`src/retry_pkg.sv`:
```
/*
 Holds the constants, codes and states of the power fault retry controller.
 Assumes a 200 MHz mclk and a 10 ms tick derived inside the controller.
*/
// Operation
// - restart mode 00 trips, 01 retries by restarting from zero frequency
// - restart mode 02 restarts at frequency matched to coasting motor
// - mode 03 restarts matched, decelerates to stop, then trips
// - mode 04 restarts using input-frequency search
// - restart only if power failure not longer than allowance 0.3..25.0 s
// - power failure longer than allowance trips
// - wait retry delay 0.3..100 s before restart after power failure
// - stopped trip enable 00 suppresses trip, 01 allows trip
// - enable 02 suppresses trip stopped or decelerating after run removed
// - power failure retry limit code 00 caps retries at 16
// - power failure retry limit code 01 means unlimited retries
// - coasting frequency below threshold restarts from zero instead
// - undervoltage trip/retry select uses same codes 00..04
// - undervoltage retries 16 with code 00, unlimited with 01
// - overvoltage/overcurrent retries 1..3 before trip
// - overvoltage/overcurrent restart delay 0.3..100 s
// - match start source 00 shutoff, 01 maximum, 02 commanded frequency
// - limit current 0.20..1.80 rated during matched restart
// - lower frequency over scan time 0.10..30.00 s during matching
// - undervoltage persisting 40 s trips even while retrying
// - limited retry count trips after final permitted retry fails
// - trip if fault cause not cleared by end of wait time
package retry_pkg;
   localparam int unsigned CLK_HZ        = 200_000_000;
   localparam int unsigned TICK_MS       = 10;
   localparam int unsigned TICK_CYCLES   = CLK_HZ / 1000 * TICK_MS;
   // times in units of 10 ms ticks
   localparam logic [15:0] ALLOW_MIN     = 16'h001E;  // 0.3 s
   localparam logic [15:0] ALLOW_MAX     = 16'h09C4;  // 25.0 s
   localparam logic [15:0] WAIT_MIN      = 16'h001E;  // 0.3 s
   localparam logic [15:0] WAIT_MAX      = 16'h2710;  // 100 s
   localparam logic [15:0] SCAN_MIN      = 16'h000A;  // 0.10 s
   localparam logic [15:0] SCAN_MAX      = 16'h0BB8;  // 30.00 s
   localparam logic [15:0] UV_LONG_TICKS = 16'h0FA0;  // 40 s
   // frequency in 0.01 Hz
   localparam logic [15:0] THR_MAX_STD   = 16'h9C40;  // 400.00 Hz
   localparam logic [15:0] THR_MAX_BIG   = 16'h2EE0;  // 120.00 Hz
   // current in percent of rated
   localparam logic [7:0]  CUR_MIN       = 8'h14;     // 0.20
   localparam logic [7:0]  CUR_MAX       = 8'hB4;     // 1.80
   localparam logic [4:0]  RETRY_CAP     = 5'h10;     // 16
   localparam logic [1:0]  OF_MIN        = 2'h1;
   localparam logic [1:0]  OF_MAX        = 2'h3;
   localparam logic [2:0]  MODE_TRIP     = 3'h0;
   localparam logic [2:0]  MODE_ZERO     = 3'h1;
   localparam logic [2:0]  MODE_MATCH    = 3'h2;
   localparam logic [2:0]  MODE_MSTOP    = 3'h3;
   localparam logic [2:0]  MODE_INPUT    = 3'h4;
   localparam logic [1:0]  TE_OFF        = 2'h0;
   localparam logic [1:0]  TE_ON         = 2'h1;
   localparam logic [1:0]  TE_DECEL      = 2'h2;
   localparam logic [1:0]  SRC_SHUTOFF   = 2'h0;
   localparam logic [1:0]  SRC_MAX       = 2'h1;
   localparam logic [1:0]  SRC_NEW       = 2'h2;
   localparam logic [1:0]  CLS_PF        = 2'h0;
   localparam logic [1:0]  CLS_UV        = 2'h1;
   localparam logic [1:0]  CLS_OF        = 2'h2;
   localparam logic [31:0] RESP_OKAY_DUMMY = 32'h0000_0000;
   // register byte offsets
   localparam logic [7:0]  OFS_MODE      = 8'h00;
   localparam logic [7:0]  OFS_ALLOW     = 8'h04;
   localparam logic [7:0]  OFS_WAIT      = 8'h08;
   localparam logic [7:0]  OFS_TRIPEN    = 8'h0C;
   localparam logic [7:0]  OFS_PFLIM     = 8'h10;
   localparam logic [7:0]  OFS_THR       = 8'h14;
   localparam logic [7:0]  OFS_TRSEL     = 8'h18;
   localparam logic [7:0]  OFS_UVLIM     = 8'h1C;
   localparam logic [7:0]  OFS_OFCNT     = 8'h20;
   localparam logic [7:0]  OFS_OFWAIT    = 8'h24;
   localparam logic [7:0]  OFS_CURLIM    = 8'h28;
   localparam logic [7:0]  OFS_SCAN      = 8'h2C;
   localparam logic [7:0]  OFS_SRC       = 8'h30;
   localparam logic [7:0]  OFS_STATUS    = 8'h34;
   localparam logic [7:0]  OFS_COUNTS    = 8'h38;
   // reset values
   localparam logic [15:0] RST_ALLOW     = 16'h0064;  // 1.0 s
   localparam logic [15:0] RST_WAIT      = 16'h0064;  // 1.0 s
   localparam logic [15:0] RST_SCAN      = 16'h0032;  // 0.50 s
   localparam logic [15:0] RST_THR       = 16'h0000;
   localparam logic [7:0]  RST_CUR       = 8'h64;     // 1.00
   typedef enum logic [2:0] {
      ST_RUN, ST_OUTAGE, ST_WAIT, ST_RESTART, ST_STOPPING, ST_TRIP
   } seq_t;
endpackage

```
`src/power_fault_retry_controller.sv`:
```
/*
 Power fault retry sequencer with an AHB-Lite register slave.
 Assumes fault monitor levels arrive asynchronously from the power stage,
 frequencies come from the same clock domain, one clock and sync reset.
*/
// The register offsets and register access over AHB-Lite were chosen for this implementation.
`timescale 1ns/1ps
module power_fault_retry_controller (
   input  wire logic         mclk,
   input  wire logic         rst,
   input  wire logic         hsel,
   input  wire logic [31:0]  haddr,
   input  wire logic [1:0]   htrans,
   input  wire logic         hwrite,
   input  wire logic [2:0]   hsize,
   input  wire logic [31:0]  hwdata,
   input  wire logic         hready,
   output logic [31:0]       hrdata,
   output logic              hreadyout,
   output logic              hresp,
   input  wire logic         powerFail,
   input  wire logic         underVolt,
   input  wire logic         overFault,
   input  wire logic         runCmd,
   input  wire logic         motorStopped,
   input  wire logic         largeVariant,
   input  wire logic [15:0]  coastFreq,
   input  wire logic [15:0]  shutoffFreq,
   input  wire logic [15:0]  maxFreq,
   input  wire logic [15:0]  cmdFreq,
   input  wire logic         faultReset,
   output logic              outputEnable,
   output logic              tripped,
   output logic [1:0]        tripCause,
   output logic              restartZero,
   output logic              restartMatch,
   output logic              restartInput,
   output logic              decelStop,
   output logic [15:0]       startFreq,
   output logic [7:0]        currentLimit,
   output logic [15:0]       scanTicks
);
   import retry_pkg::*;

   ////////////////////////////////////////////////////////////////////////
   // saturation of settings
   function automatic logic [15:0] clamp16(input logic [15:0] v,
                                           input logic [15:0] lo,
                                           input logic [15:0] hi);
      clamp16 = (v < lo) ? lo : ((v > hi) ? hi : v);
   endfunction

   function automatic logic [2:0] clampMode(input logic [31:0] v);
      clampMode = (v[31:0] > 32'h0000_0004) ? MODE_TRIP : v[2:0];
   endfunction

   // 00 spares only a stopped drive, 02 also one ramping down after run off
   function automatic logic spared(input logic [1:0] te, input logic run,
                                   input logic stopped);
      spared = (te == TE_DECEL) ? !run : ((te == TE_OFF) && stopped && !run);
   endfunction

   ////////////////////////////////////////////////////////////////////////
   // input synchronisers
   logic [2:0] syncA;
   logic [2:0] syncB;
   logic       pfS;
   logic       uvS;
   logic       ofS;
   logic       runS;
   logic       stopS;
   logic       rstFlt;

   always_ff @(posedge mclk) begin
      if (rst) begin
         syncA <= 3'h0;
         syncB <= 3'h0;
      end else begin
         syncA <= {powerFail, underVolt, overFault};
         syncB <= syncA;
      end
   end

   logic [2:0] syncC;
   logic [2:0] syncD;
   always_ff @(posedge mclk) begin
      if (rst) begin
         syncC <= 3'h0;
         syncD <= 3'h0;
      end else begin
         syncC <= {runCmd, motorStopped, faultReset};
         syncD <= syncC;
      end
   end

   assign pfS    = syncB[2];
   assign uvS    = syncB[1];
   assign ofS    = syncB[0];
   assign runS   = syncD[2];
   assign stopS  = syncD[1];
   assign rstFlt = syncD[0];

   ////////////////////////////////////////////////////////////////////////
   // common time base
   logic [21:0] prescale;
   logic        tick;

   always_ff @(posedge mclk) begin
      if (rst || tick)
         prescale <= 22'h0;
      else
         prescale <= prescale + 22'h1;
   end
   assign tick = (prescale == 22'(TICK_CYCLES - 1));

   ////////////////////////////////////////////////////////////////////////
   // AHB-Lite slave
   logic [2:0]  cfgMode;
   logic [15:0] cfgAllow;
   logic [15:0] cfgWait;
   logic [1:0]  cfgTripEn;
   logic        cfgPfUnlim;
   logic [15:0] cfgThr;
   logic [2:0]  cfgTrSel;
   logic        cfgUvUnlim;
   logic [1:0]  cfgOfCnt;
   logic [15:0] cfgOfWait;
   logic [7:0]  cfgCur;
   logic [15:0] cfgScan;
   logic [1:0]  cfgSrc;
   logic        wrPend;
   logic [7:0]  wrAddr;
   logic [15:0] thrMax;
   logic [15:0] wv;

   assign hreadyout = 1'b1;
   assign hresp     = 1'b0;
   assign thrMax    = largeVariant ? THR_MAX_BIG : THR_MAX_STD;
   assign wv        = hwdata[15:0];

   always_ff @(posedge mclk) begin
      if (rst) begin
         wrPend <= 1'b0;
         wrAddr <= 8'h00;
      end else begin
         wrPend <= hsel && hready && htrans[1] && hwrite;
         wrAddr <= haddr[7:0];
      end
   end

   always_ff @(posedge mclk) begin
      if (rst) begin
         cfgMode    <= MODE_TRIP;
         cfgAllow   <= RST_ALLOW;
         cfgWait    <= RST_WAIT;
         cfgTripEn  <= TE_OFF;
         cfgPfUnlim <= 1'b0;
         cfgThr     <= RST_THR;
         cfgTrSel   <= MODE_TRIP;
         cfgUvUnlim <= 1'b0;
         cfgOfCnt   <= OF_MIN;
         cfgOfWait  <= RST_WAIT;
         cfgCur     <= RST_CUR;
         cfgScan    <= RST_SCAN;
         cfgSrc     <= SRC_SHUTOFF;
      end else if (wrPend) begin
         case (wrAddr)
            OFS_MODE:   cfgMode    <= clampMode(hwdata);
            OFS_ALLOW:  cfgAllow   <= clamp16(wv, ALLOW_MIN, ALLOW_MAX);
            OFS_WAIT:   cfgWait    <= clamp16(wv, WAIT_MIN, WAIT_MAX);
            OFS_TRIPEN: cfgTripEn  <= (hwdata > 32'h2) ? TE_OFF : hwdata[1:0];
            OFS_PFLIM:  cfgPfUnlim <= hwdata[0];
            OFS_THR:    cfgThr     <= (wv > thrMax) ? thrMax : wv;
            OFS_TRSEL:  cfgTrSel   <= clampMode(hwdata);
            OFS_UVLIM:  cfgUvUnlim <= hwdata[0];
            OFS_OFCNT:  cfgOfCnt   <= (hwdata[1:0] == 2'h0) ? OF_MIN :
                                      hwdata[1:0];
            OFS_OFWAIT: cfgOfWait  <= clamp16(wv, WAIT_MIN, WAIT_MAX);
            OFS_CURLIM: cfgCur     <= (hwdata[7:0] < CUR_MIN) ? CUR_MIN :
                                      ((hwdata[7:0] > CUR_MAX) ? CUR_MAX :
                                       hwdata[7:0]);
            OFS_SCAN:   cfgScan    <= clamp16(wv, SCAN_MIN, SCAN_MAX);
            OFS_SRC:    cfgSrc     <= (hwdata[1:0] == 2'h3) ? SRC_SHUTOFF :
                                      hwdata[1:0];
            default: ;
         endcase
      end
   end

   ////////////////////////////////////////////////////////////////////////
   // sequencer
   seq_t        state;
   logic [1:0]  cls;
   logic [15:0] timer;
   logic [15:0] uvTimer;
   logic [4:0]  pfCnt;
   logic [4:0]  uvCnt;
   logic [1:0]  ofCnt;
   logic [2:0]  actMode;
   logic        faultNow;
   logic        quietStop;
   logic        limitHit;
   logic        uvLong;

   assign faultNow  = (cls == CLS_OF) ? ofS : (pfS || uvS);
   assign quietStop = spared(cfgTripEn, runS, stopS);
   assign uvLong    = (uvTimer >= UV_LONG_TICKS);
   always_comb begin
      case (cls)
         CLS_PF:  limitHit = !cfgPfUnlim && (pfCnt >= RETRY_CAP);
         CLS_UV:  limitHit = !cfgUvUnlim && (uvCnt >= RETRY_CAP);
         default: limitHit = ({3'h0, ofCnt} >= {3'h0, cfgOfCnt});
      endcase
   end

   // undervoltage continuous time
   always_ff @(posedge mclk) begin
      if (rst || !uvS)
         uvTimer <= 16'h0;
      else if (tick && !uvLong)
         uvTimer <= uvTimer + 16'h1;
   end

   always_ff @(posedge mclk) begin
      if (rst) begin
         state     <= ST_RUN;
         cls       <= CLS_PF;
         timer     <= 16'h0;
         pfCnt     <= 5'h0;
         uvCnt     <= 5'h0;
         ofCnt     <= 2'h0;
         actMode   <= MODE_TRIP;
         tripCause <= CLS_PF;
      end else begin
         case (state)
            ST_RUN: begin
               timer <= 16'h0;
               if (ofS) begin
                  cls     <= CLS_OF;
                  actMode <= cfgTrSel;
                  state   <= (ofCnt >= cfgOfCnt) ? ST_TRIP : ST_WAIT;
                  tripCause <= CLS_OF;
               end else if (pfS || uvS) begin
                  cls       <= pfS ? CLS_PF : CLS_UV;
                  actMode   <= pfS ? cfgMode : cfgTrSel;
                  tripCause <= pfS ? CLS_PF : CLS_UV;
                  if (quietStop)
                     state <= ST_OUTAGE;
                  else if ((pfS ? cfgMode : cfgTrSel) == MODE_TRIP)
                     state <= ST_TRIP;
                  else
                     state <= ST_OUTAGE;
               end else if (stopS) begin
                  pfCnt <= 5'h0;
                  uvCnt <= 5'h0;
                  ofCnt <= 2'h0;
               end
            end
            ST_OUTAGE: begin
               if (tick)
                  timer <= timer + 16'h1;
               if (uvLong)
                  state <= ST_TRIP;
               else if (timer > cfgAllow)
                  state <= ST_TRIP;
               else if (!faultNow) begin
                  timer <= 16'h0;
                  if (quietStop)
                     state <= ST_RUN;
                  else if (limitHit)
                     state <= ST_TRIP;
                  else
                     state <= ST_WAIT;
               end
            end
            ST_WAIT: begin
               if (tick)
                  timer <= timer + 16'h1;
               if (uvLong)
                  state <= ST_TRIP;
               else if (timer >= ((cls == CLS_OF) ? cfgOfWait : cfgWait)) begin
                  timer <= 16'h0;
                  if (faultNow)
                     state <= ST_TRIP;
                  else begin
                     state <= ST_RESTART;
                     case (cls)
                        CLS_PF:  pfCnt <= pfCnt + 5'h1;
                        CLS_UV:  uvCnt <= uvCnt + 5'h1;
                        default: ofCnt <= ofCnt + 2'h1;
                     endcase
                  end
               end
            end
            ST_RESTART: begin
               if (tick)
                  timer <= timer + 16'h1;
               if (faultNow || (cls != CLS_OF && uvS))
                  state <= limitHit ? ST_TRIP : ST_OUTAGE;
               else if (timer >= cfgScan) begin
                  timer <= 16'h0;
                  state <= (actMode == MODE_MSTOP) ? ST_STOPPING : ST_RUN;
               end
            end
            ST_STOPPING: begin
               if (stopS)
                  state <= ST_TRIP;
            end
            ST_TRIP: begin
               timer <= 16'h0;
               if (rstFlt && !faultNow) begin
                  state <= ST_RUN;
                  pfCnt <= 5'h0;
                  uvCnt <= 5'h0;
                  ofCnt <= 2'h0;
               end
            end
            default: state <= ST_TRIP;
         endcase
      end
   end

   ////////////////////////////////////////////////////////////////////////
   // restart outputs
   logic matchMode;
   logic belowThr;
   assign matchMode = (actMode == MODE_MATCH) || (actMode == MODE_MSTOP);
   assign belowThr  = (coastFreq < cfgThr);

   always_ff @(posedge mclk) begin
      if (rst) begin
         outputEnable <= 1'b1;
         tripped      <= 1'b0;
         restartZero  <= 1'b0;
         restartMatch <= 1'b0;
         restartInput <= 1'b0;
         decelStop    <= 1'b0;
      end else begin
         outputEnable <= (state == ST_RUN) || (state == ST_RESTART) ||
                         (state == ST_STOPPING);
         tripped      <= (state == ST_TRIP);
         decelStop    <= (state == ST_STOPPING);
         restartZero  <= (state == ST_RESTART) &&
                         ((actMode == MODE_ZERO) ||
                          (matchMode && belowThr));
         restartMatch <= (state == ST_RESTART) && matchMode &&
                         !belowThr;
         restartInput <= (state == ST_RESTART) &&
                         (actMode == MODE_INPUT);
      end
   end

   always_ff @(posedge mclk) begin
      if (rst) begin
         startFreq    <= 16'h0;
         currentLimit <= RST_CUR;
         scanTicks    <= RST_SCAN;
      end else begin
         currentLimit <= cfgCur;
         scanTicks    <= cfgScan;
         case (cfgSrc)
            SRC_MAX: startFreq <= maxFreq;
            SRC_NEW: startFreq <= cmdFreq;
            default: startFreq <= shutoffFreq;
         endcase
      end
   end

   ////////////////////////////////////////////////////////////////////////
   // read data
   // taken in the address phase, so it stands through the data phase
   always_ff @(posedge mclk) begin
      if (rst)
         hrdata <= 32'h0;
      else if (hsel && hready && htrans[1] && !hwrite) begin
         case (haddr[7:0])
            OFS_MODE:   hrdata <= {29'h0, cfgMode};
            OFS_ALLOW:  hrdata <= {16'h0, cfgAllow};
            OFS_WAIT:   hrdata <= {16'h0, cfgWait};
            OFS_TRIPEN: hrdata <= {30'h0, cfgTripEn};
            OFS_PFLIM:  hrdata <= {31'h0, cfgPfUnlim};
            OFS_THR:    hrdata <= {16'h0, cfgThr};
            OFS_TRSEL:  hrdata <= {29'h0, cfgTrSel};
            OFS_UVLIM:  hrdata <= {31'h0, cfgUvUnlim};
            OFS_OFCNT:  hrdata <= {30'h0, cfgOfCnt};
            OFS_OFWAIT: hrdata <= {16'h0, cfgOfWait};
            OFS_CURLIM: hrdata <= {24'h0, cfgCur};
            OFS_SCAN:   hrdata <= {16'h0, cfgScan};
            OFS_SRC:    hrdata <= {30'h0, cfgSrc};
            OFS_STATUS: hrdata <= {24'h0, tripped, tripCause, 2'h0,
                                   3'(state)};
            OFS_COUNTS: hrdata <= {16'h0, 4'h0, ofCnt, uvCnt, pfCnt};
            default:    hrdata <= 32'h0;
         endcase
      end
   end
endmodule

```
`config.mk`:
```
export PLATFORM = sky130hd
export DESIGN_NAME = power_fault_retry_controller
export DESIGN_NICKNAME = d
export VERILOG_FILES = /design/src/retry_pkg.sv /design/src/power_fault_retry_controller.sv
export SDC_FILE = /design/constraint.sdc
export NUM_CORES = 1
export LEC_CHECK = 0
export ABC_AREA = 1
export BUFFER_PORTS_ARGS = -buffer_cell sky130_fd_sc_hd__clkbuf_2
export CORE_ASPECT_RATIO = 1.75
export CORE_MARGIN = 4
export CORE_UTILIZATION = 45
export CTS_CLUSTER_SIZE = 14
export DETAILED_ROUTE_END_ITERATION = 8
export PLACE_DENSITY_LB_ADDON = 0.12
export REMOVE_ABC_BUFFERS = 1
export SYNTH_ARGS = -nofsm -noshare
export SYNTH_HDL_FRONTEND = slang
export SYNTH_SLANG_ARGS = --single-unit
```
`constraint.sdc`:
```
create_clock -name mclk -period 4.3 [get_ports mclk]
set_input_delay 0.86 -clock mclk [delete_from_list [all_inputs] [get_ports mclk]]
set_output_delay 0.86 -clock mclk [all_outputs]
set_load 0.1 [all_outputs]
```
# Word-level counts from Yosys, hierarchy flattened
# Cells that the tools add are included.
word_totals:
  ff_bits: 275
  in_bits: 145
  out_inout_bits: 82
op_classes:
  n_addsub: 6
  n_lt_le_gt_ge: 19
  n_eq_ne: 58
  muxes: 78
  n_reduce_logical: 62
ops:
  columns: ["op", "n"]
  rows:
  - ["$mux W16", 17]
  - ["$pmux W16 S15", 1]
  - ["$eq A8 B6 Y1 const B", 12]
  - ["$mux W3", 23]
  - ["$eq A8 B5 Y1 const B", 8]
  - ["$pmux W16 S4", 1]
  - ["$mux W5", 12]
  - ["$add A16 B1 Y16 const B", 2]
  - ["$eq A8 B4 Y1 const B", 4]
  - ["$ge A16 B16 Y1", 2]
  - ["$gt A16 B12 Y1 const B", 2]
  - ["$gt A16 B16 Y1", 2]
  - ["$gt A32 B2 Y1 const B", 1]
  - ["$gt A32 B3 Y1 const B", 1]
  - ["$pmux W16 S2", 1]
  - ["$pmux W5 S3", 2]
  - ["$reduce_and A2 Y1", 14]
  - ["$reduce_and A9 Y1", 3]
  - ["$mux W2", 13]
  - ["$ne A2 B2 Y1 const B", 12]
  - ["$add A22 B1 Y22 const B", 1]
  - ["$eq A22 B21 Y1 const B", 1]
  - ["$pmux W3 S6", 1]
  - ["$eq A8 B3 Y1 const B", 2]
  - ["33 further kinds", 85]

# Logic depth before layout (Yosys ltp)
# Gate-level depths: netlist of the first run.
logic_depth:
  word_depth: 9
  ltp_mapped: 19
  depth_no_buf: 17

# Worst setup path after synthesis of the first run
# OpenSTA, ideal clock, no wires.
synth_timing:
  kind: "reg-to-reg"
  from: "register cls[0]"
  to: "register pfCnt[0]"
  setup_time_ps: 119
  t_arrival_ps: 3168
  required_time_ps: 4181
  path_slack_ps: 1013
  stages_incl_launch_ff: 16
  n_path_buf: 2
  path_cell_list: "dfxtp_1 inv_1 nand2_1 buf_1 mux2_2 ha_1 nand2_1 nor2_1 nand2_1 nand4_1 nand2_1 nand2_1 buf_6 nand3_4 o21ai_2 nor2_1"
synth_via:
  elab_chain_cells: 6
  elab_cells_between_ends: 12
synth_lines:
  columns: ["item", "line_no", "source"]
  rows:
  - ["start: declaration", "power_fault_retry_controller.sv:193", "logic [1:0] cls;"]
  - ["start signal: assignment", "power_fault_retry_controller.sv:244", "cls <= pfS ? CLS_PF : CLS_UV;"]
  - ["parallel branches: the longest is 5 deep, another holds $ge A16 B16 Y1", null, null]
  - ["$reduce_and A9 Y1 (no line) *", null, null]
  - ["end signal: assignment", "power_fault_retry_controller.sv:288", "CLS_PF: pfCnt <= pfCnt + 5'h1;"]
  - ["end: declaration", "power_fault_retry_controller.sv:196", "logic [4:0] pfCnt;"]
# Mark *: on every way between the ends.
# A chain may end at the register's enable or synchronous reset.

# Worst setup path in the final report of the first run
layout_timing:
  from: "register cls[0]"
  to: "register uvCnt[1]"
layout_via:
  elab_chain_cells: 6
  elab_cells_between_ends: 12
layout_lines:
  columns: ["item", "line_no", "source"]
  rows:
  - ["parallel branches: the longest is 5 deep, another holds $ge A16 B16 Y1", null, null]
  - ["$reduce_and A9 Y1 (no line) *", null, null]
  - ["end signal: assignment", "power_fault_retry_controller.sv:289", "CLS_UV: uvCnt <= uvCnt + 5'h1;"]
  - ["end: declaration", "power_fault_retry_controller.sv:197", "logic [4:0] uvCnt;"]
# Marked as above.

==> impl_metrics.yaml, run 1 <==
status:
  outcome: "complete, no violations"
logic_synthesis:
  synth-simple-area-share_pct: 26.27
  avgSynthCellArea_um2: 6.888
  synthMuxAreaShare_pct: 0.2941
  synth_area_leader_cell: "dfxtp_1"
  synthFlopType: "dfxtp_1"
  synth_compound_area_share_pct: 16.52
  synthArstFlopShare_pct: 0
  synthAdderAreaFrac_pct: 7.041
  syn_inst: 2038
  synth.area.top_cells: "dfxtp_1, nand2_1, inv_1, ha_1, a21oi_1"
  yosys_warnings: 0
  synth_top_area_share_pct: 36.93
  synth_edf_count: 0
  synthXorXnorAreaFrac_pct: 2.184
  synth_top_family_by_area: "simple AND/OR/NAND/NOR gates"
  ys_types: 52
  syn_area_um2: 14040
  synth_seq_cells: 259
  yosysSeqAreaShare_pct: 36.93
clock_network:
  post-cts-setup-buffer-count: 0
  clock_sinks: 259
  clk_latency_ns: 0.55
  htree_levels: 1
  cts_buffers: 26
  cts.clk_slew.worst_paths_ns: 0.07
  cts_resized: 0
  cts_tree: "done"
  cts_root_buffer: "clkbuf_16"
  ctsHoldBuffers: 0
  clockBufferDepth: 3
timing:
  slew_viol_final: 0
  final_hold_viol_count: 0
  hold_ws_ns: 0.4060
  setup_slack_ns: 0.9402
  tns_ns: 0
  rsz0062_at_grt: "false"
  finClkSkew_ns: 0.01242
  layout_min_cycle_time_ns: 3.360
  slew_headroom_pct: 36.05
  worst_pin_slew_ns: 0.9558
  timing.fmax_ghz: 0.2976
  setup_violations: 0
  finalCritPeriodShare_pct: 78.14
placement:
  port_buffers: 180
  dpl_worst_slack_ns: 0.9737
  place_area_um2: 15200
  hpwl_um: 34480
  place_congestion: 0.9407
  place_inst: 2556
floorplanning:
  dieArea_um2: 34200
  num_io_pins: 227
  die_w_um: 141.5
  core_um2: 30740
  start_util_pct: 45.67
  die-height_um: 241.7
  row_count: 85
global_routing:
  grt_pass1_vias: 13460
  grt-ovfl-total: 0
  grt_max_degree: 99
  antenna_found_initial: 0
  grtUsageTotal_pct: 25.40
  grt_pass1_wl_um: 69990
power:
  clkPwrFrac_pct: 39.2
  intPower_mw: 4.077
  p_comb_share_pct: 18.6
  switchingPower_mw: 1.873
  p_seq_share_pct: 42.2
  p_leak_nw: 6.931
  power_density_nw_per_um2: 370.3
  switching_share_pct: 31.48
  vdd_ir_drop_max_v: 0.0003386
finish:
  final_cell_area_um2: 16070
  seqCellArea_um2: 5185
  area_growth_pct: 14.45
  fillers: 3098
  n_antenna_cell: 0
  final_cell_mix: "nand2_1, inv_1, dfxtp_1, nor2_1, a21oi_1"
  nets: 2417
  stdcell_count: 2601
  multiInputGateArea_um2: 7411
  final_layout_size_suffix_gt1_share_pct: 11.81
  final_common_cell: "nand2_1"
worst_setup_path:
  endpoint_kind: "flop"
  timing.reg2reg.worst_path_depth: 14
  cpMostUsedCell: "nand2_1"
  criticalPathCategory: "flop to flop"
  worst_ep_arrival_time_ns: 3.79
  cp_cell_sequence: "inv_1 > nand2_1 > o21ai_0 > ha_1 > nand2_1 > nor2_1 > nand2_1 > nor2_1 > nand2_1 > nand2_1 > buf_4 > nand3_4 > o21ai_2 > nor2_1"
  cpPeakStageDelay_ns: 0.52
  required_ns: 4.73
  cp_max_fo: 17
  cpMaxStageDelayCell: "nand2_1"
  start_kind: "flop"
job:
  drv_cap: 0
drt:
  ant_nets: 0
  wl_per_cell_um: 17.18
  wl_um: 44680
  dr.pass1.iters: 6
  vias: 13830
  drtIter0Drc: 938
  viasPerCell: 5.318
  drcViolationCount: 0
hold_path:
  hp-class: "flop to flop"
  hold_depth: 2
-- power groups by stage --
stage,clock (mW),combinational (mW),sequential [mW]
6_report,2.33,1.11,2.51
3_5_place_dp,0,1.10,2.57
2_1_floorplan,0,0.647,2.67
5_1_grt,2.46,1.21,2.52
4_1_cts,2.38,1.11,2.51
3_3_place_gp,0,1.09,2.57
-- critical path, delay by kind of cell, from the launching register on --
| kind | cells | cell delay (ns) |
|---|---|---|
| AOI/OAI and AO/OA | 2 | 0.47 |
| adders and majority gates | 1 | 0.36 |
| buffers and inverters | 2 | 0.34 |
| DFF | 1 | 0.41 |
| and+or+nand+nor | 9 | 1.64 |
-- metal layers --
layer / GRT usage [%] / part of all wire [%] / up-vias / routed length, µm
met5: 0 / 0 / - / 0
met4: 13.90 / 6.2 / 0 / 2764
met3: 2.352 / 4.4 / 131 / 1959
met2: 46.80 / 51 / 443 / 22860
met1: 28.16 / 38 / 6306 / 17100
li1: - / - / 6952 / -
-- registers in the layout, summed over array words and instances (netlist names), 16 cells and up --
| signal | count |
|---|---|
| cfgThr | 16 |
| cfgOfWait | 16 |
| hrdata | 16 |
| timer | 16 |
| uvTimer | 16 |
| cfgScan | 16 |
| cfgAllow | 16 |
| prescale | 22 |
| scanTicks | 16 |
| cfgWait | 16 |
| startFreq | 16 |
-- through the flow --
step                      utilization [%]  total power, mW
after CTS                           52.27            5.997
after floorplan                         -            3.320
final                               52.27            5.950
after detailed placement            49.46            3.669
after global routing                52.27            6.192
after global placement              49.46            3.651
-- final timing paths --
path / start / to / slack [ns]
min: syncC[1] / syncD[1] / 0.41
max reg2reg: cls[0] / uvCnt[1] / 0.94
max: cls[0] / uvCnt[1] / 0.94
min reg2reg: syncC[1] / syncD[1] / 0.41
-- final cells by class --
| class | count | share of cell area (%) |
|---|---|---|
| clock buffer | 34 | 4.680 |
| timing repair buffer | 194 | 6.432 |
| clock inverter | 11 | 0.6931 |
| inverter | 289 | 6.752 |
| multi-input combinational | 1423 | 46.13 |
| sequential | 259 | 32.27 |
| tap | 391 | 3.045 |
-- kinds of logic after synthesis --
family | count (synthesis)
AO/OA/AOI/OAI | 421
buffers and inverters | 372
XOR/XNOR | 35
flip-flops | 259
AND/OR/NAND/NOR | 866
multiplexers | 4
other | 2
adder cells (fa/ha/maj) | 79
-- synth_stat cells, drive strengths merged, types with 4 or more instances --
cell / number
o221ai: 6
a211oi: 10
nand3: 84
a21oi: 195
nor2: 226
o21ai: 141
nor3b: 7
o31ai: 5
o22ai: 18
a21o: 4
buf: 39
nand2: 431
xor2: 28
nor4: 11
xnor2: 7
clkbuf: 44
or2: 7
nor3: 61
dfxtp: 259
inv: 286
a31oi: 4
o211ai: 19
o21bai: 4
nand4: 37
o2111ai: 6
ha: 79
Power figures use the tool's default switching activity.
==> run 2, diff against run 1 <==
Settings changed: ABC_AREA 1 to 0.
Clock period 4.3 ns to 3.4 ns, I/O delays scaled along.
==> run 2 against run 1 <==
  * Maximum frequency is 4.6% higher
  * Sequential share of layout area rose by 1.4 points
  * Combinational power is 16% higher
  * Via count is 11% lower
  * Area after synthesis decreased by 6.6%
  * Setup slack lost 0.75 ns
  * Total power grew 25%
  * Critical path depth is 1 higher
  * Die area down 6.3%
  * Sequential power is 26% higher
==> impl_metrics.yaml, run 2 <==
status:
  outcome: "complete, no violations"
global_routing:
  grt_max_degree: 66
  grt_pass1_wl_um: 64960
  antenna_found_initial: 0
  grtUsageTotal_pct: 26.14
  grt_pass1_vias: 11900
  grt-ovfl-total: 0
logic_synthesis:
  synth_seq_cells: 259
  synth.most_common_cell: "dfxtp_1"
  yosysSeqAreaShare_pct: 39.55
  avgSynthCellArea_um2: 8.309
  ys_types: 75
  ys_top_cells_by_count: "dfxtp_1, nor2_1, a21oi_1"
  synth.area.top_cells: "dfxtp_1, ha_1, nor2_1, a21oi_1, nand2_1"
  synthFlopType: "dfxtp_1"
  yosys_warnings: 0
  syn_inst: 1578
  synthArstFlopShare_pct: 0
  synth_edf_count: 0
  synth_top_area_share_pct: 39.55
  synth_area_leader_cell: "dfxtp_1"
  syn_area_um2: 13110
job:
  drv_cap: 0
timing:
  layout_min_cycle_time_ns: 3.211
  worst_pin_slew_ns: 0.9485
  slew_viol_final: 0
  slew_headroom_pct: 36.77
  timing.fmax_ghz: 0.3114
  final_hold_viol_count: 0
  hold_ws_ns: 0.3473
  setup_violations: 0
  finalCritPeriodShare_pct: 94.45
  rsz0062_at_grt: "false"
  finClkSkew_ns: 0.01470
finish:
  top_register: "prescale"
  largest_register_ffs: 22
  stdcell_count: 2148
  area_growth_pct: 17.41
  final_common_cell: "dfxtp_1"
  final_cell_area_um2: 15390
  nets: 1976
  final_cell_mix: "dfxtp_1, nor2_1, clkbuf_2, a21oi_1, nand2_1"
  fillers: 2777
  n_antenna_cell: 0
  final_layout_size_suffix_gt1_share_pct: 17.68
  finish.utilization_pct: 53.58
floorplanning:
  core_um2: 28730
  num_io_pins: 227
  start_util_pct: 45.64
  dieArea_um2: 32040
  row_count: 82
  die-height_um: 233.8
  die_w_um: 137.0
placement:
  place_inst: 2101
  hpwl_um: 33360
  place_congestion: 0.9552
  place_area_um2: 14510
  port_buffers: 180
worst_setup_path:
  endpoint_kind: "flop"
  worst_ep_arrival_time_ns: 3.67
  required_ns: 3.86
  criticalPathCategory: "flop to flop"
  start_kind: "flop"
  cp_max_fo: 16
  timing.reg2reg.worst_path_depth: 15
drt:
  ant_nets: 0
  vias: 12320
  drtIter0Drc: 706
  dr.pass1.iters: 7
  drcViolationCount: 0
  viasPerCell: 5.735
  wl_um: 43210
  wl_per_cell_um: 20.12
hold_path:
  hold_depth: 2
  hp-class: "input port to flop"
clock_network:
  cts_root_buffer: "clkbuf_16"
  clk_latency_ns: 0.55
  clockBufferDepth: 3
  cts_tree: "done"
  ctsHoldBuffers: 0
  cts.clk_slew.worst_paths_ns: 0.06
  htree_levels: 1
  clock_sinks: 259
  cts_buffers: 25
power:
  p_leak_nw: 5.996
  power_density_nw_per_um2: 481.8
  vdd_ir_drop_max_v: 0.0003553
[run 2: changes by cell type after synthesis, moves of 32 or more]
| cell | previous run | this run |
|---|---|---|
| a21oi_1 | 195 | 123 |
| a22oi_1 | 0 | 41 |
| inv_1 | 283 | 69 |
| nand2_1 | 431 | 122 |
| nand3_1 | 81 | 49 |
| nor2b_1 | 0 | 48 |
| o21ai_0 | 139 | 39 |
[run 2: worst paths after layout]
check	from	to	slack, ns
worst max-delay path	cls[1]	timer[10]	0.19
worst min-delay path	powerFail	syncA[2]	0.35
worst max register to register	cls[1]	timer[10]	0.19
worst min register to register	syncA[0]	syncB[0]	0.44
[run 2: kinds of logic (layout without fill, tap and decap cells)]
kind of cell / count (synthesis) / count (layout) / share of synthesized area (%)
AND/OR/NAND/NOR: 617 / 618 / 22.80
multiplexers: 33 / 33 / 2.586
adder cells (fa/ha/maj): 79 / 79 / 7.539
AO/OA/AOI/OAI: 388 / 388 / 20.09
flip-flops: 259 / 259 / 39.55
XOR/XNOR: 26 / 26 / 1.737
other: 2 / 18 / 0.05728
buffers and inverters: 174 / 349 / 5.649
[run 2: stage by stage]
step	setup slack, ns	TNS (ns)	power, mW
6_report	0.1887	0	7.416
3_5_place_dp	0.09375	0	4.466
2_1_floorplan	-1.496	-37.68	3.988
5_1_grt	0.0003566	0	7.687
3_3_place_gp	0.09588	0	4.453
4_1_cts	0.06527	0	7.430
[run 2: area by class of cell]
cell class | instances | area [µm²] | area share, %
tap | 378 | 473.0 | 3.072
inverter | 70 | 262.8 | 1.707
multi-input combinational | 1162 | 7277 | 47.27
timing repair buffer | 234 | 1341 | 8.713
clock inverter | 6 | 136.4 | 0.8860
clock buffer | 39 | 718.2 | 4.666
sequential | 259 | 5185 | 33.68
[run 2: layer usage]
metal | track usage, % | vias to the layer above | wire length [µm]
li1 | - | 5959 | -
met1 | 27.95 | 5811 | 15670
met2 | 48.85 | 414 | 22790
met3 | 2.941 | 135 | 2100
met4 | 14.64 | 0 | 2641
met5 | 0 | - | 0
[run 2: critical path, cell delays in order (launching register included)]
cell,delay (ns)
dfxtp_1,0.32
nor2b_2,0.18
buf_12,0.16
buf_6,0.19
mux2i_1,0.21
ha_1,0.26
a21oi_1,0.13
o21ai_0,0.09
or3_1,0.34
a211o_1,0.32
o311a_1,0.18
nor3_4,0.16
buf_12,0.14
buf_4,0.22
a31oi_1,0.13
o31ai_2,0.08
[run 2: where the power goes]
part           internal [mW]  switching [mW]  total [mW]
sequential              3.10          0.0581        3.16
combinational          0.398           0.888        1.29
clock                   1.75            1.21        2.97
[run 2: repair_timing]
action	CTS	global route
buffers inserted	0	1
setup endpoints to repair	0	19
gates resized for setup	0	2
==> run 3, diff against run 2 <==
Settings changed: CORE_UTILIZATION 45 to 24.
==> run 3 against run 2 <==
  * Worst hold slack got worse by 0.051 ns
  * Design area rose by 5.0%
  * Clock-buffer cell count fell by 5
  * Clock skew rose by 0.0051 ns
  * Wire length rose by 22%
  * Largest cell class unchanged
  * Cell count rose by 16%
  * Sequential share of layout area fell by 1.6 points
  * Largest power group is now clock
  * Non-clock buffer count rose by 20
  * Highest routed layer unchanged
  * Total power rose by 9.0%
==> impl_metrics.yaml, run 3 (same netlist as run 2, synthesis figures left out) <==
timing:
  setup_slack_ns: 0.1748
  finalCritPeriodShare_pct: 94.86
  setup_violations: 0
  final_hold_viol_count: 0
  slew_headroom_pct: 36.51
  finClkSkew_ns: 0.01981
  tns_ns: 0
  rsz0062_at_grt: "false"
  timing.fmax_ghz: 0.3101
  worst_pin_slew_ns: 0.9523
  slew_viol_final: 0
  layout_min_cycle_time_ns: 3.225
drt:
  dr.pass1.iters: 6
  ant_nets: 0
  drcViolationCount: 0
  drtIter0Drc: 773
  wl_um: 52880
  highest_layer: "met4"
  met2_length_um: 29420
  wl_per_cell_um: 21.24
  vias: 12260
  wl_met3_um: 1923
  wl_met1_um: 19370
  viasPerCell: 4.922
worst_setup_path:
  start_kind: "flop"
  worst_ep_arrival_time_ns: 3.73
  reg2reg_slack_ns: 0.17
  endpoint_kind: "flop"
  cp_max_fo: 8
  timing.reg2reg.worst_path_depth: 14
  r2r-start: "cls[1]"
  r2r_end: "timer[7]"
  criticalPathCategory: "flop to flop"
  required_ns: 3.90
clock_network:
  clk_latency_ns: 0.60
  htree_levels: 1
  cts_buffers: 29
  clock_sinks: 259
  cts.clk_slew.worst_paths_ns: 0.06
  cts_root_buffer: "clkbuf_16"
  cts_tree: "done"
  clockBufferDepth: 3
finish:
  area_growth_pct: 23.22
  finish.utilization_pct: 29.83
  nets: 2000
  final_layout_size_suffix_gt1_share_pct: 19.57
  largest_register_ffs: 22
  final_common_cell: "dfxtp_1"
  final_cell_mix: "dfxtp_1, nor2_1, clkbuf_2, a21oi_1, nand2_1"
  final_cell_area_um2: 16160
  top_register: "prescale"
global_routing:
  grt_pass1_vias: 12420
  antenna_found_initial: 1
  grt-ovfl-total: 0
  grt_max_degree: 71
  grt_pass1_wl_um: 78360
  grtUsageTotal_pct: 17.66
hold_path:
  hold_start: "powerFail"
  hp-class: "input port to flop"
  holdPathEnd: "syncA[2]"
  hold_depth: 2
floorplanning:
  start_util_pct: 24.21
  die-height_um: 317.2
  num_io_pins: 227
  core_um2: 54150
  die_w_um: 184.7
  row_count: 113
  dieArea_um2: 58580
power:
  power_density_nw_per_um2: 500.6
  total_power_mw: 8.087
  p_leak_nw: 6.204
  vdd_ir_drop_max_v: 0.0003378
placement:
  place_area_um2: 15050
  hpwl_um: 41950
  port_buffers: 180
  dpl_worst_slack_ns: -0.06332
  place_congestion: 0.8799
job:
  drv_cap: 0
status:
  outcome: "complete, no violations"
run 3: report_power, final:
| part | total [mW] | switching [mW] | leakage [nW] | internal, mW |
|---|---|---|---|---|
| sequential | 3.17 | 0.0641 | 2.10 | 3.10 |
| combinational | 1.36 | 0.936 | 3.59 | 0.422 |
| clock | 3.56 | 1.45 | 0.518 | 2.11 |
run 3: worst max-delay path: stages (launching register included):
cell	delay, ns
dfxtp_1	0.33
nor2b_4	0.17
buf_12	0.14
mux2i_1	0.24
ha_1	0.28
a211o_1	0.29
a31oi_1	0.20
o21ai_1	0.13
buf_4	0.17
a211o_1	0.31
o311a_1	0.17
nor3_4	0.16
buf_12	0.15
nand2_4	0.10
o41ai_2	0.29
run 3: area by class of cell:
type                            instances  area [µm²]
Tap cell                              690       863.3
Timing Repair Buffer                  254        1491
Inverter                               70       262.8
Multi-Input combinational cell       1162        7289
Sequential cell                       259        5185
Fill cell                            5811       38000
Clock inverter                         20       276.5
Clock buffer                           34       784.5
Antenna cell                            1       2.502
run 3: timing repair:
item,in CTS,in global routing
cloned,1,0
buffers inserted,1,0
resized for setup,1,4
setup endpoints to repair,15,19
pin swaps,2,1
hold buffers,0,0
run 3: metal layers:
layer  track usage, %  up-vias
met5                0        -
met4            6.912        0
met3            2.060       87
met2            35.35      301
met1            18.32     5849
li1                 -     6019
run 3: how the worst max path moves through the flow:
stage,to,cells after the start,start
final,timer[7],14,cls[1]
after CTS,timer[10],15,cls[1]
after global placement,timer[7],14,cls[1]
after detailed placement,timer[7],13,cls[1]
after global routing,timer[7],15,cls[1]
after floorplan,timer[7],11,cls[1]
run 3: through the flow:
| stage | cells | hold slack (ns) |
|---|---|---|
| floorplan | 1490 | 0.4138 |
| global placement | 2433 | 0.4183 |
| detailed placement | 2433 | 0.4247 |
| CTS | 2489 | 0.2697 |
| global route | 2489 | 0.2834 |
| finish | 2490 | 0.2964 |
